### src/adc_serial_pkg.sv
// Purpose: Shared constants and types of the serial result port
// Assumes: 32-bit AXI4-Lite register access, 250 MHz aclk
// Notes: Offsets are byte addresses
package adc_serial_pkg;
  localparam int RES_W = 18;
  localparam int CNT_W = 5;
  localparam logic [4:0] LAST_BIT = 5'h11;
  localparam logic [4:0] FRAME_BITS = 5'h12;
  localparam logic [1:0] SERIAL_MODE = 2'h3;
  // Register byte offsets
  localparam logic [7:0] CTRL_OFS = 8'h00;
  localparam logic [7:0] STATUS_OFS = 8'h04;
  localparam logic [7:0] INT_STATUS_OFS = 8'h08;
  localparam logic [7:0] INT_MASK_OFS = 8'h0C;
  localparam logic [7:0] RESULT_OFS = 8'h10;
  // Control fields
  localparam int CTRL_W = 7;
  localparam int SEL_LSB = 0;
  localparam int POL_BIT = 2;
  localparam int SRC_BIT = 3;
  localparam int RDC_BIT = 4;
  localparam int CODE_BIT = 5;
  localparam int FPOL_BIT = 6;
  localparam logic [6:0] CTRL_RESET = 7'h03;
  // Interrupt bits
  localparam int INT_W = 3;
  localparam int DONE_BIT = 0;
  localparam int ERR_BIT = 1;
  localparam int LOAD_BIT = 2;
  localparam logic [2:0] INT_RESET = 3'h0;
  // Quarter periods of the generated clock, in aclk cycles
  localparam int QUARTER_RAC_CYC = 4;
  localparam int QUARTER_RDC_CYC = 2;
  localparam logic [1:0] RESP_OKAY = 2'h0;
  localparam logic [1:0] RESP_SLVERR = 2'h2;
  typedef enum logic {ST_IDLE, ST_SHIFT} frame_state_type;
endpackage : adc_serial_pkg

### src/shift_bus_if.sv
// Purpose: Link between frame control and the result shift register
// Assumes: One producer, one shift register
// Notes: msb is the bit currently on the serial line
`timescale 1ns/1ps
interface shift_bus_if;
  logic load;
  logic [adc_serial_pkg::RES_W-1:0] load_data;
  logic advance;
  logic fill_bit;
  logic msb;
  modport ctrl (output load, output load_data, output advance, output fill_bit, input msb);
  modport store (input load, input load_data, input advance, input fill_bit, output msb);
endinterface : shift_bus_if

### src/pin_sync.sv
// Purpose: Two-flop synchronisers for pin inputs
// Assumes: Inputs asynchronous to aclk
// Notes: First stage feeds only the second
`timescale 1ns/1ps
module pin_sync #(
  parameter int WIDTH = 4,
  parameter logic [WIDTH-1:0] INIT = '0
) (
  // Clock and reset
  input wire logic aclk,
  input wire logic aresetn,
  // Pins in, levels out
  input wire logic [WIDTH-1:0] pin_in,
  output logic [WIDTH-1:0] level_out
);
  initial begin
    if (WIDTH < 1) $error("pin_sync width must be positive");
  end
  genvar i;
  generate
    for (i = 0; i < WIDTH; i++) begin : g_bit
      logic meta_ff;
      logic stable_ff;
      always_ff @(posedge aclk) begin
        if (!aresetn) begin
          meta_ff <= INIT[i];
          stable_ff <= INIT[i];
        end else begin
          meta_ff <= pin_in[i];
          stable_ff <= meta_ff;
        end
      end
      assign level_out[i] = stable_ff;
    end
  endgenerate
endmodule : pin_sync

### src/result_shifter.sv
// Purpose: Result shift register, MSB first, with chain fill
// Assumes: load and advance never together
// Notes: Chain bits enter at the bottom
`timescale 1ns/1ps
module result_shifter #(
  parameter int WIDTH = adc_serial_pkg::RES_W
) (
  // Clock and reset
  input wire logic aclk,
  input wire logic aresetn,
  // Control side
  shift_bus_if.store bus
);
  initial begin
    if (WIDTH != adc_serial_pkg::RES_W) $error("result_shifter width must match the result");
  end
  logic [WIDTH-1:0] sr_ff;
  always_ff @(posedge aclk) begin
    if (!aresetn) begin
      sr_ff <= '0;
    end else if (bus.load) begin
      sr_ff <= bus.load_data;
    end else if (bus.advance) begin
      sr_ff <= {sr_ff[WIDTH-2:0], bus.fill_bit};
    end
  end
  assign bus.msb = sr_ff[WIDTH-1];
  a_msb_first_load: assert property (@(posedge aclk) disable iff (!aresetn)
    bus.load |=> bus.msb == $past(bus.load_data[WIDTH-1]))
    else $error("msb not first after load");
endmodule : result_shifter

### src/adc_serial_result_port.sv
// Purpose: Serial result port of an 18-bit converter, AXI4-Lite control
// Assumes: conv_start and conv_done are one-cycle pulses on aclk
// Notes: Link clock is sampled, never used as a clock
// Notes on behaviour
// In serial mode the polarity select inverts the serial clock in every sub-mode.
// Outside serial mode the shared pins carry parallel result bits 9, 10 and 11.
// Master with read-during-conversion shifts the previous result during conversion at a faster clock.
// Master with read-after-conversion shifts the current result only once conversion ends.
// In slave mode the chain input reaches the data output 18 clock periods after read start.
// Results sit in a shift register, leave MSB first, coded by the coding select.
// In master mode each data bit is stable across both edges of the generated clock.
// Slave with polarity low updates data on rising edges; the host samples on falling ones.
// Slave with polarity high updates data on falling edges; the host samples on rising ones.
// The clock source select makes the clock pin an output or an input.
// Read mode selection applies only in master mode.
// With clock source low the port is master and drives its own clock.
// With clock source high the host clock, gated by chip select, paces the data.
// In master mode the frame marker is active at its polarity while data is valid.
// In slave mode an unfinished read at conversion end is dropped and the error flag pulses.
// A frame is 18 bits, one per clock period, without gaps.
`timescale 1ns/1ps
module adc_serial_result_port #(
  parameter int ADDR_W = 8,
  parameter int QUARTER_RAC = adc_serial_pkg::QUARTER_RAC_CYC,
  parameter int QUARTER_RDC = adc_serial_pkg::QUARTER_RDC_CYC
) (
  // Clock and reset
  input wire logic aclk,
  input wire logic aresetn,
  // AXI4-Lite write
  input wire logic [ADDR_W-1:0] awaddr,
  input wire logic awvalid,
  output logic awready,
  input wire logic [31:0] wdata,
  input wire logic [3:0] wstrb,
  input wire logic wvalid,
  output logic wready,
  output logic [1:0] bresp,
  output logic bvalid,
  input wire logic bready,
  // AXI4-Lite read
  input wire logic [ADDR_W-1:0] araddr,
  input wire logic arvalid,
  output logic arready,
  output logic [31:0] rdata,
  output logic [1:0] rresp,
  output logic rvalid,
  input wire logic rready,
  // Converter core
  input wire logic conv_start,
  input wire logic conv_done,
  input wire logic [adc_serial_pkg::RES_W-1:0] conv_result,
  // Pins
  input wire logic cs_n_pin,
  input wire logic rd_n_pin,
  input wire logic sclk_pin_in,
  output logic sclk_pin_out,
  output logic sclk_pin_oe,
  input wire logic pin9_in,
  output logic pin9_out,
  output logic pin9_oe,
  output logic serial_result_out,
  output logic frame_marker_out,
  output logic incomplete_read_flag,
  // Interrupt
  output logic irq
);
  initial begin
    if (ADDR_W < 5) $error("address too narrow for the register map");
    if (QUARTER_RAC < 1 || QUARTER_RAC > 255) $error("QUARTER_RAC out of range");
    if (QUARTER_RDC < 1 || QUARTER_RDC > 255) $error("QUARTER_RDC out of range");
  end

  function automatic logic [adc_serial_pkg::RES_W-1:0] apply_coding(
    input logic [adc_serial_pkg::RES_W-1:0] raw, input logic straight);
    // Core delivers straight binary; two's complement flips the top bit
    apply_coding = {raw[adc_serial_pkg::RES_W-1] ^ ~straight, raw[adc_serial_pkg::RES_W-2:0]};
  endfunction : apply_coding

  shift_bus_if sbus ();
  result_shifter #(.WIDTH(adc_serial_pkg::RES_W)) u_shifter (
    .aclk(aclk),
    .aresetn(aresetn),
    .bus(sbus.store)
  );

  // Pin synchronisers: cs, rd, chain, sclk
  logic [3:0] pins_s;
  pin_sync #(.WIDTH(4), .INIT(4'hE)) u_sync (
    .aclk(aclk),
    .aresetn(aresetn),
    .pin_in({cs_n_pin, rd_n_pin, pin9_in, sclk_pin_in}),
    .level_out(pins_s)
  );

  logic [adc_serial_pkg::CTRL_W-1:0] ctrl_ff;
  logic [adc_serial_pkg::INT_W-1:0] int_status_ff;
  logic [adc_serial_pkg::INT_W-1:0] int_mask_ff;
  logic [adc_serial_pkg::RES_W-1:0] result_ff;
  adc_serial_pkg::frame_state_type state_ff, nxt_state;
  logic [adc_serial_pkg::CNT_W-1:0] bit_cnt_ff, nxt_bit_cnt;
  logic [7:0] qcnt_ff;
  logic [1:0] phase_ff;
  logic sclk_prev_ff;
  logic read_en_prev_ff;
  logic chain_ff;

  wire serial = ctrl_ff[adc_serial_pkg::SEL_LSB +: 2] == adc_serial_pkg::SERIAL_MODE;
  wire pol = ctrl_ff[adc_serial_pkg::POL_BIT];
  wire slave = ctrl_ff[adc_serial_pkg::SRC_BIT];
  wire read_during_conversion = ctrl_ff[adc_serial_pkg::RDC_BIT];
  wire fpol = ctrl_ff[adc_serial_pkg::FPOL_BIT];
  wire read_en = !pins_s[3] && !pins_s[2];
  wire shifting = state_ff == adc_serial_pkg::ST_SHIFT;
  wire master_act = serial && !slave;
  wire slave_act = serial && slave;

  // Host clock edges, polarity folded in
  wire eff_clk = pins_s[0] ^ pol;
  wire eff_prev = sclk_prev_ff ^ pol;
  wire upd_edge = read_en && eff_clk && !eff_prev;
  wire smp_edge = read_en && !eff_clk && eff_prev;

  logic [7:0] q_last;
  assign q_last = read_during_conversion ? 8'(QUARTER_RDC - 1) : 8'(QUARTER_RAC - 1);
  wire int_clk = phase_ff == 2'h1 || phase_ff == 2'h2;
  wire boundary = master_act && shifting && qcnt_ff == q_last && phase_ff == 2'h3;
  wire at_last = bit_cnt_ff == adc_serial_pkg::LAST_BIT;

  // Read mode only matters to the master
  wire master_start = master_act && read_en && (read_during_conversion ? conv_start : conv_done);
  wire slave_start = slave_act && read_en && !read_en_prev_ff;
  wire slave_err = conv_done && slave_act && shifting
    && bit_cnt_ff < adc_serial_pkg::FRAME_BITS;
  wire frame_done = shifting && ((boundary && at_last) || (slave_act && upd_edge && at_last));

  // Host clock history and chain sampling
  always_ff @(posedge aclk) begin
    if (!aresetn) begin
      sclk_prev_ff <= 1'b0;
      read_en_prev_ff <= 1'b0;
      chain_ff <= 1'b0;
    end else begin
      sclk_prev_ff <= pins_s[0];
      read_en_prev_ff <= read_en;
      // Read start primes the first fill bit; no sample edge precedes it
      if (smp_edge || slave_start) begin
        chain_ff <= pins_s[1];
      end
    end
  end

  // Frame sequencing
  always_comb begin
    nxt_state = state_ff;
    nxt_bit_cnt = bit_cnt_ff;
    case (state_ff)
      adc_serial_pkg::ST_IDLE: begin
        if (master_start || slave_start) begin
          nxt_state = adc_serial_pkg::ST_SHIFT;
          nxt_bit_cnt = '0;
        end
      end
      adc_serial_pkg::ST_SHIFT: begin
        if (!serial) begin
          nxt_state = adc_serial_pkg::ST_IDLE;
        end else if (!slave) begin
          if (boundary && at_last) begin
            nxt_state = adc_serial_pkg::ST_IDLE;
          end else if (boundary) begin
            nxt_bit_cnt = bit_cnt_ff + 5'h01;
          end
        end else if (!read_en) begin
          nxt_state = adc_serial_pkg::ST_IDLE;
        end else if (slave_err) begin
          nxt_bit_cnt = '0;
        end else if (upd_edge && bit_cnt_ff < adc_serial_pkg::FRAME_BITS) begin
          nxt_bit_cnt = bit_cnt_ff + 5'h01;
        end
      end
      default: begin
        nxt_state = adc_serial_pkg::ST_IDLE;
      end
    endcase
  end

  always_ff @(posedge aclk) begin
    if (!aresetn) begin
      state_ff <= adc_serial_pkg::ST_IDLE;
      bit_cnt_ff <= '0;
    end else begin
      state_ff <= nxt_state;
      bit_cnt_ff <= nxt_bit_cnt;
    end
  end

  // Generated clock: data moves mid-low phase, clear of both edges
  always_ff @(posedge aclk) begin
    if (!aresetn || !shifting || !master_act) begin
      qcnt_ff <= '0;
      phase_ff <= '0;
    end else if (qcnt_ff == q_last) begin
      qcnt_ff <= '0;
      phase_ff <= phase_ff + 2'h1;
    end else begin
      qcnt_ff <= qcnt_ff + 8'h01;
    end
  end

  // Shift register control
  assign sbus.load = conv_done && (!shifting || slave_err
    || (slave_act && bit_cnt_ff >= adc_serial_pkg::FRAME_BITS));
  assign sbus.load_data = apply_coding(conv_result, ctrl_ff[adc_serial_pkg::CODE_BIT]);
  assign sbus.advance = !sbus.load && shifting
    && ((boundary && !at_last) || (slave_act && upd_edge));
  assign sbus.fill_bit = chain_ff;

  always_ff @(posedge aclk) begin
    if (!aresetn) begin
      result_ff <= '0;
    end else if (conv_done) begin
      result_ff <= sbus.load_data;
    end
  end

  // Pin drivers
  always_ff @(posedge aclk) begin
    if (!aresetn) begin
      serial_result_out <= 1'b0;
      sclk_pin_out <= 1'b0;
      sclk_pin_oe <= 1'b0;
      pin9_out <= 1'b0;
      pin9_oe <= 1'b0;
      frame_marker_out <= 1'b0;
      incomplete_read_flag <= 1'b0;
    end else if (serial) begin
      serial_result_out <= shifting && sbus.msb;
      sclk_pin_out <= int_clk ^ pol;
      sclk_pin_oe <= !slave;
      pin9_out <= 1'b0;
      pin9_oe <= 1'b0;
      frame_marker_out <= (master_act && shifting) ^ fpol;
      incomplete_read_flag <= slave_err;
    end else begin
      serial_result_out <= result_ff[10];
      sclk_pin_out <= result_ff[11];
      sclk_pin_oe <= 1'b1;
      pin9_out <= result_ff[9];
      pin9_oe <= 1'b1;
      frame_marker_out <= 1'b0;
      incomplete_read_flag <= 1'b0;
    end
  end

  // AXI4-Lite write path
  logic aw_held_ff;
  logic w_held_ff;
  logic [ADDR_W-1:0] waddr_ff;
  logic [31:0] wdata_ff;
  logic [3:0] wstrb_ff;
  wire aw_hs = awvalid && awready;
  wire w_hs = wvalid && wready;
  wire do_write = aw_held_ff && w_held_ff && !bvalid;
  wire wr_ok = waddr_ff <= ADDR_W'(adc_serial_pkg::RESULT_OFS);
  wire wr_ctrl = do_write && wstrb_ff[0] && waddr_ff == ADDR_W'(adc_serial_pkg::CTRL_OFS);
  wire wr_clr = do_write && wstrb_ff[0] && waddr_ff == ADDR_W'(adc_serial_pkg::INT_STATUS_OFS);
  wire wr_mask = do_write && wstrb_ff[0] && waddr_ff == ADDR_W'(adc_serial_pkg::INT_MASK_OFS);

  always_ff @(posedge aclk) begin
    if (!aresetn) begin
      aw_held_ff <= 1'b0;
      w_held_ff <= 1'b0;
      awready <= 1'b0;
      wready <= 1'b0;
      waddr_ff <= '0;
      wdata_ff <= '0;
      wstrb_ff <= '0;
    end else begin
      if (aw_hs) begin
        aw_held_ff <= 1'b1;
        waddr_ff <= {awaddr[ADDR_W-1:2], 2'h0};
      end else if (do_write) begin
        aw_held_ff <= 1'b0;
      end
      if (w_hs) begin
        w_held_ff <= 1'b1;
        wdata_ff <= wdata;
        wstrb_ff <= wstrb;
      end else if (do_write) begin
        w_held_ff <= 1'b0;
      end
      awready <= !(aw_hs || (aw_held_ff && !do_write));
      wready <= !(w_hs || (w_held_ff && !do_write));
    end
  end

  always_ff @(posedge aclk) begin
    if (!aresetn) begin
      bvalid <= 1'b0;
      bresp <= adc_serial_pkg::RESP_OKAY;
    end else if (do_write) begin
      bvalid <= 1'b1;
      bresp <= wr_ok ? adc_serial_pkg::RESP_OKAY : adc_serial_pkg::RESP_SLVERR;
    end else if (bready) begin
      bvalid <= 1'b0;
    end
  end

  // Control, mask and sticky events
  logic [adc_serial_pkg::INT_W-1:0] events, nxt_int_status;
  assign events = {conv_done, slave_err, frame_done};
  // Set beats clear in the same cycle
  assign nxt_int_status = (int_status_ff & ~(wr_clr ? wdata_ff[adc_serial_pkg::INT_W-1:0] : '0)) | events;

  always_ff @(posedge aclk) begin
    if (!aresetn) begin
      ctrl_ff <= adc_serial_pkg::CTRL_RESET;
      int_mask_ff <= adc_serial_pkg::INT_RESET;
      int_status_ff <= adc_serial_pkg::INT_RESET;
      irq <= 1'b0;
    end else begin
      if (wr_ctrl) begin
        ctrl_ff <= wdata_ff[adc_serial_pkg::CTRL_W-1:0];
      end
      if (wr_mask) begin
        int_mask_ff <= wdata_ff[adc_serial_pkg::INT_W-1:0];
      end
      int_status_ff <= nxt_int_status;
      irq <= |(nxt_int_status & int_mask_ff);
    end
  end

  // AXI4-Lite read path
  logic [31:0] rd_word;
  logic rd_ok;
  always_comb begin
    rd_word = '0;
    rd_ok = 1'b1;
    case ({araddr[ADDR_W-1:2], 2'h0})
      ADDR_W'(adc_serial_pkg::CTRL_OFS): rd_word = 32'(ctrl_ff);
      ADDR_W'(adc_serial_pkg::STATUS_OFS): rd_word = 32'({bit_cnt_ff, shifting});
      ADDR_W'(adc_serial_pkg::INT_STATUS_OFS): rd_word = 32'(int_status_ff);
      ADDR_W'(adc_serial_pkg::INT_MASK_OFS): rd_word = 32'(int_mask_ff);
      ADDR_W'(adc_serial_pkg::RESULT_OFS): rd_word = 32'(result_ff);
      default: rd_ok = 1'b0;
    endcase
  end

  always_ff @(posedge aclk) begin
    if (!aresetn) begin
      arready <= 1'b0;
      rvalid <= 1'b0;
      rdata <= '0;
      rresp <= adc_serial_pkg::RESP_OKAY;
    end else begin
      arready <= !((arvalid && arready) || (rvalid && !rready));
      if (arvalid && arready) begin
        rvalid <= 1'b1;
        rdata <= rd_word;
        rresp <= rd_ok ? adc_serial_pkg::RESP_OKAY : adc_serial_pkg::RESP_SLVERR;
      end else if (rready) begin
        rvalid <= 1'b0;
      end
    end
  end

  // Checks
  a_parallel_pins: assert property (@(posedge aclk) disable iff (!aresetn)
    !serial |=> sclk_pin_oe && pin9_oe && serial_result_out == $past(result_ff[10]))
    else $error("shared pins not carrying parallel bits");
  a_sclk_invert: assert property (@(posedge aclk) disable iff (!aresetn)
    serial |=> sclk_pin_out == ($past(int_clk) ^ $past(pol)))
    else $error("serial clock polarity wrong");
  a_clock_dir: assert property (@(posedge aclk) disable iff (!aresetn)
    serial |=> sclk_pin_oe == !$past(slave))
    else $error("clock pin direction wrong");
  a_frame_marker: assert property (@(posedge aclk) disable iff (!aresetn)
    master_act && shifting |=> frame_marker_out == !$past(fpol))
    else $error("frame marker not active during frame");
  a_master_stable: assert property (@(posedge aclk) disable iff (!aresetn)
    master_act && shifting && int_clk |-> !sbus.advance && !sbus.load)
    else $error("master data moved near a clock edge");
  a_read_error: assert property (@(posedge aclk) disable iff (!aresetn)
    incomplete_read_flag |-> $past(conv_done) && $past(slave_act) ##1 !incomplete_read_flag)
    else $error("read error flag without cause or too long");
  a_rdc_start: assert property (@(posedge aclk) disable iff (!aresetn)
    master_act && read_during_conversion && conv_start && read_en && !shifting |=> shifting [*4])
    else $error("read during conversion did not start");
  a_rac_wait: assert property (@(posedge aclk) disable iff (!aresetn)
    master_act && !read_during_conversion && !shifting && !conv_done |=> !shifting)
    else $error("read after conversion started early");
  a_slave_edge: assert property (@(posedge aclk) disable iff (!aresetn)
    slave_act && sbus.advance |-> $past(eff_clk) == 1'b0 && eff_clk)
    else $error("slave data moved on the wrong edge");
  a_int_sticky: assert property (@(posedge aclk) disable iff (!aresetn)
    frame_done |=> int_status_ff[adc_serial_pkg::DONE_BIT])
    else $error("frame done event lost");
endmodule : adc_serial_result_port

### config.mk
export PLATFORM = sky130hd
export DESIGN_NAME = adc_serial_result_port
export DESIGN_NICKNAME = d
export VERILOG_FILES = /design/src/adc_serial_pkg.sv /design/src/shift_bus_if.sv /design/src/pin_sync.sv /design/src/result_shifter.sv /design/src/adc_serial_result_port.sv
export SDC_FILE = /design/constraint.sdc
export NUM_CORES = 1
export LEC_CHECK = 0
export BUFFER_PORTS_ARGS = -buffer_cell sky130_fd_sc_hd__clkbuf_2
export CAP_MARGIN = 10
export CORE_AREA = 2 2 133 122
export DETAILED_ROUTE_END_ITERATION = 10
export DIE_AREA = 0 0 135 124
export PLACE_DENSITY = 0.68
export SKIP_LAST_GASP = 1
export SLEW_MARGIN = 20
export SYNTH_ARGS = -nofsm -noshare
export SYNTH_HDL_FRONTEND = slang
export SYNTH_SLANG_ARGS = --single-unit
### constraint.sdc
create_clock -name aclk -period 2.1 [get_ports aclk]
set_input_delay 0.42 -clock aclk [delete_from_list [all_inputs] [get_ports aclk]]
set_output_delay 0.42 -clock aclk [all_outputs]
set_load 0.02 [all_outputs]
==> results_dict.tcl <==
set metrics [dict create \
    run_status "finished clean" \
    die_height_um 124 \
    yosys_most_used_dff "dfxtp_1" \
    hold_viol 0 \
    syn-cell-area_mm2 0.00526 \
    worst_slew_pin_slew_ns 0.647 \
    max-vdd-ir-drop_uv 525 \
    antenna_found_initial 0 \
    fillers 1503 \
    grt-ovfl-total 0 \
    core.rowCount 43 \
    start_util_pct 34.4 \
    grtUsageTotal_pct 15.6 \
    grt_max_degree 42 \
    grt_pass1_vias 3862 \
    die_w_um 135 \
    final_area_mm2 0.00661 \
    hp-class "primary input to register" \
    end_kind "register" \
    synth_top_area_cell "dfxtp_1" \
    io_pins 132 \
    rsz0062_at_grt "false" \
    cp.arrival_ns 2.21 \
    hpwl_um 9170 \
    worst-path-buf-inv 1 \
    register_area_mm2 0.00250 \
    core_area_mm2 0.0153 \
    maxCapViolCount 0 \
    diodes 0 \
    synth-async-reset-ratio_pct 0 \
    finalSetupTns_ns 0 \
    ys_seq_elements 125 \
    synthTopCellsByArea "dfxtp_1 48%, mux2i_1 9.5%, nor2_1 4.7%" \
    slowest_stage "or3b_4" \
    p_leak_nw 2.76 \
    synth_edf_count 0 \
    ctsHoldBuffers 0 \
    clock_skew_ns 0.00870 \
    wl_um 12500 \
    start_kind "register" \
    clockBufferDepth 2 \
    maxSlewHeadroom_pct 56.8 \
    syn_avg_cell_area_um2 9.16 \
    slowest_delay_ns 0.42 \
    grt_pass1_wl_um 20100 \
    drt_drc_violations_left 0 \
    critPathTopFamily "compound AO/OA/AOI/OAI gates" \
    post-route-period-util_pct 91.8 \
    cts_root_buf "clkbuf_16" \
    fp.dieArea_mm2 0.0167 \
    gp_congestion 0.851 \
    yosysWarnings 0 \
    power_density_mw_per_mm2 934 \
    final_cells 881 \
    layout_min_cycle_time_ns 1.93 \
    final-setup-viol-count 0 \
    path_cells "or3b_4 -> a2111oi_4 -> a2bb2o_4 -> buf_12 -> mux2i_1 -> a21oi_1" \
    cts_tree "done" \
    critPathMaxFanout 10 \
    critical_path_class "register to register" \
    cp_data_required_time_ns 2.38 \
    maxSlewViolCount 0 \
    dp.cells 849 \
    multi_input_area_mm2 0.00252 \
    avgRoutedWirePerCell_um 14.2 \
    drive_above_1_share_pct 22.4 \
    h-tree-depth 4 \
    port_buffers 83 \
    drtIter0Drc 289 \
    synth_cells 574 \
    first_pass_iters 4 \
    post_cts_buffers 0 \
    fin_nets 754 \
    insertion_delay_ns 0.42 \
    avgViaCountPerCell 4.78 \
    ys_seq_area_share_pct 47.6 \
    vias 4210 \
    synth_top_area_share_pct 47.6 \
    clkSlewWorstSetupHoldPaths_ns 0.06 \
    numCtsBuffers 17 \
    synthDistinctLibCells 48 \
    max_freq_mhz 519 \
    drtAntennaViolNets 0 \
    placed_cell_area_mm2 0.00594 \
    syn_to_final_growth_pct 25.6 \
    cts_sinks 125 \
]
[cell type report]
class,instances,share of cell area [%]
clock buffers,18,6.49
well taps,202,3.83
repair buffers,107,9.77
inverters,5,0.284
multi-input cells,410,38.1
flip-flops and latches,125,37.9
clock inverters,14,3.67
[synth_stat cells, types with 6 or more instances]
library cell	n
and2_1	10
a21oi_1	42
nor3_1	9
dfxtp_1	125
nand2_1	40
and3_1	11
o21ai_0	33
mux2_2	7
nor2_1	66
buf_4	16
xor2_1	6
mux2i_1	50
a22oi_1	17
nand3_1	33
nand2b_1	14
clkbuf_1	27
[worst paths after layout]
kind | startpoint | endpoint | slack (ns) | cells after the start
setup reg to reg | u_sync.g_bit[0].stable_ff | u_shifter.sr_ff[7] | 0.17 | 6
hold / removal | rd_n_pin | u_sync.g_bit[2].meta_ff | 0.20 | 2
setup / recovery | u_sync.g_bit[0].stable_ff | u_shifter.sr_ff[7] | 0.17 | 6
hold reg to reg | u_sync.g_bit[1].meta_ff | u_sync.g_bit[1].stable_ff | 0.41 | 1
[logic make-up (layout without fill, tap and decap cells)]
family	Yosys count	in the layout	share of synthesized area (%)
other	1	16	0.0713
buffers and inverters	54	144	5.66
adder cells (fa/ha/maj)	5	5	1.19
AND/OR/NAND/NOR	209	209	19.5
multiplexers	57	57	11.0
flip-flops	125	125	47.6
AO/OA/AOI/OAI	112	112	13.2
XOR/XNOR	11	11	1.83
[power breakdown]
part	switching (mW)	internal (mW)	leakage, nW
registers	0.0590	2.46	1.02
logic	0.217	0.144	1.41
clock network	1.06	2.23	0.328
[state kept, by name, indices dropped and copies added, names as in the netlist, 2 cells and up]
register / cells
phase_ff: 2
u_shifter.sr_ff: 18
result_ff: 18
waddr_ff: 6
ctrl_ff: 7
int_status_ff: 3
wdata_ff: 7
bit_cnt_ff: 5
int_mask_ff: 3
u_sync.g_bit.stable_ff: 4
rdata: 18
qcnt_ff: 8
u_sync.g_bit.meta_ff: 4
[layout by cell type, fill, tap and decap left out, drive strengths merged, types with 2 or more instances in the layout]
master / instances
clkbuf: 101
inv: 5
bufinv: 6
mux2: 7
nand4b: 2
nor2: 66
and2: 10
a22oi: 17
o221ai: 4
or3: 4
o211ai: 2
a31oi: 4
conb: 16
xnor2: 5
nor2b: 3
nor3: 9
a21oi: 42
xor2: 6
clkinv: 8
nand3b: 3
or3b: 2
nand4: 4
nand2b: 14
nand2: 40
o21ai: 33
and3: 11
buf: 24
nor4bb: 2
nand3: 33
ha: 5
mux2i: 50
dfxtp: 125
a41oi: 2
a21boi: 3
[metrics by stage]
stage	setup slack (ns)	util (%)	hold WS, ns	power (mW)
global placement	0.141	38.8	0.399	2.92
finish	0.172	43.2	0.197	6.17
global route	0.0559	43.2	0.184	6.38
floorplan	0.163	-	0.386	2.81
detailed placement	0.119	38.8	0.393	2.93
CTS	0.0910	43.2	0.180	6.23
[routing by layer]
metal / global-route usage [%] / routed length, µm / vias up / part of all wire [%]
met5: 0 / 0 / - / 0
met4: 6.18 / 174 / 0 / 1.4
met3: 3.91 / 576 / 14 / 4.6
met2: 22.3 / 5370 / 106 / 43
met1: 22.5 / 6420 / 1912 / 51
li1: - / - / 2178 / -
[timing repair]
| item | in CTS | in global routing |
|---|---|---|
| gates resized for setup | 0 | 1 |
| endpoints found under the hold margin | 0 | 0 |
| setup endpoints to repair | 0 | 5 |
Power figures use the tool's default switching activity.
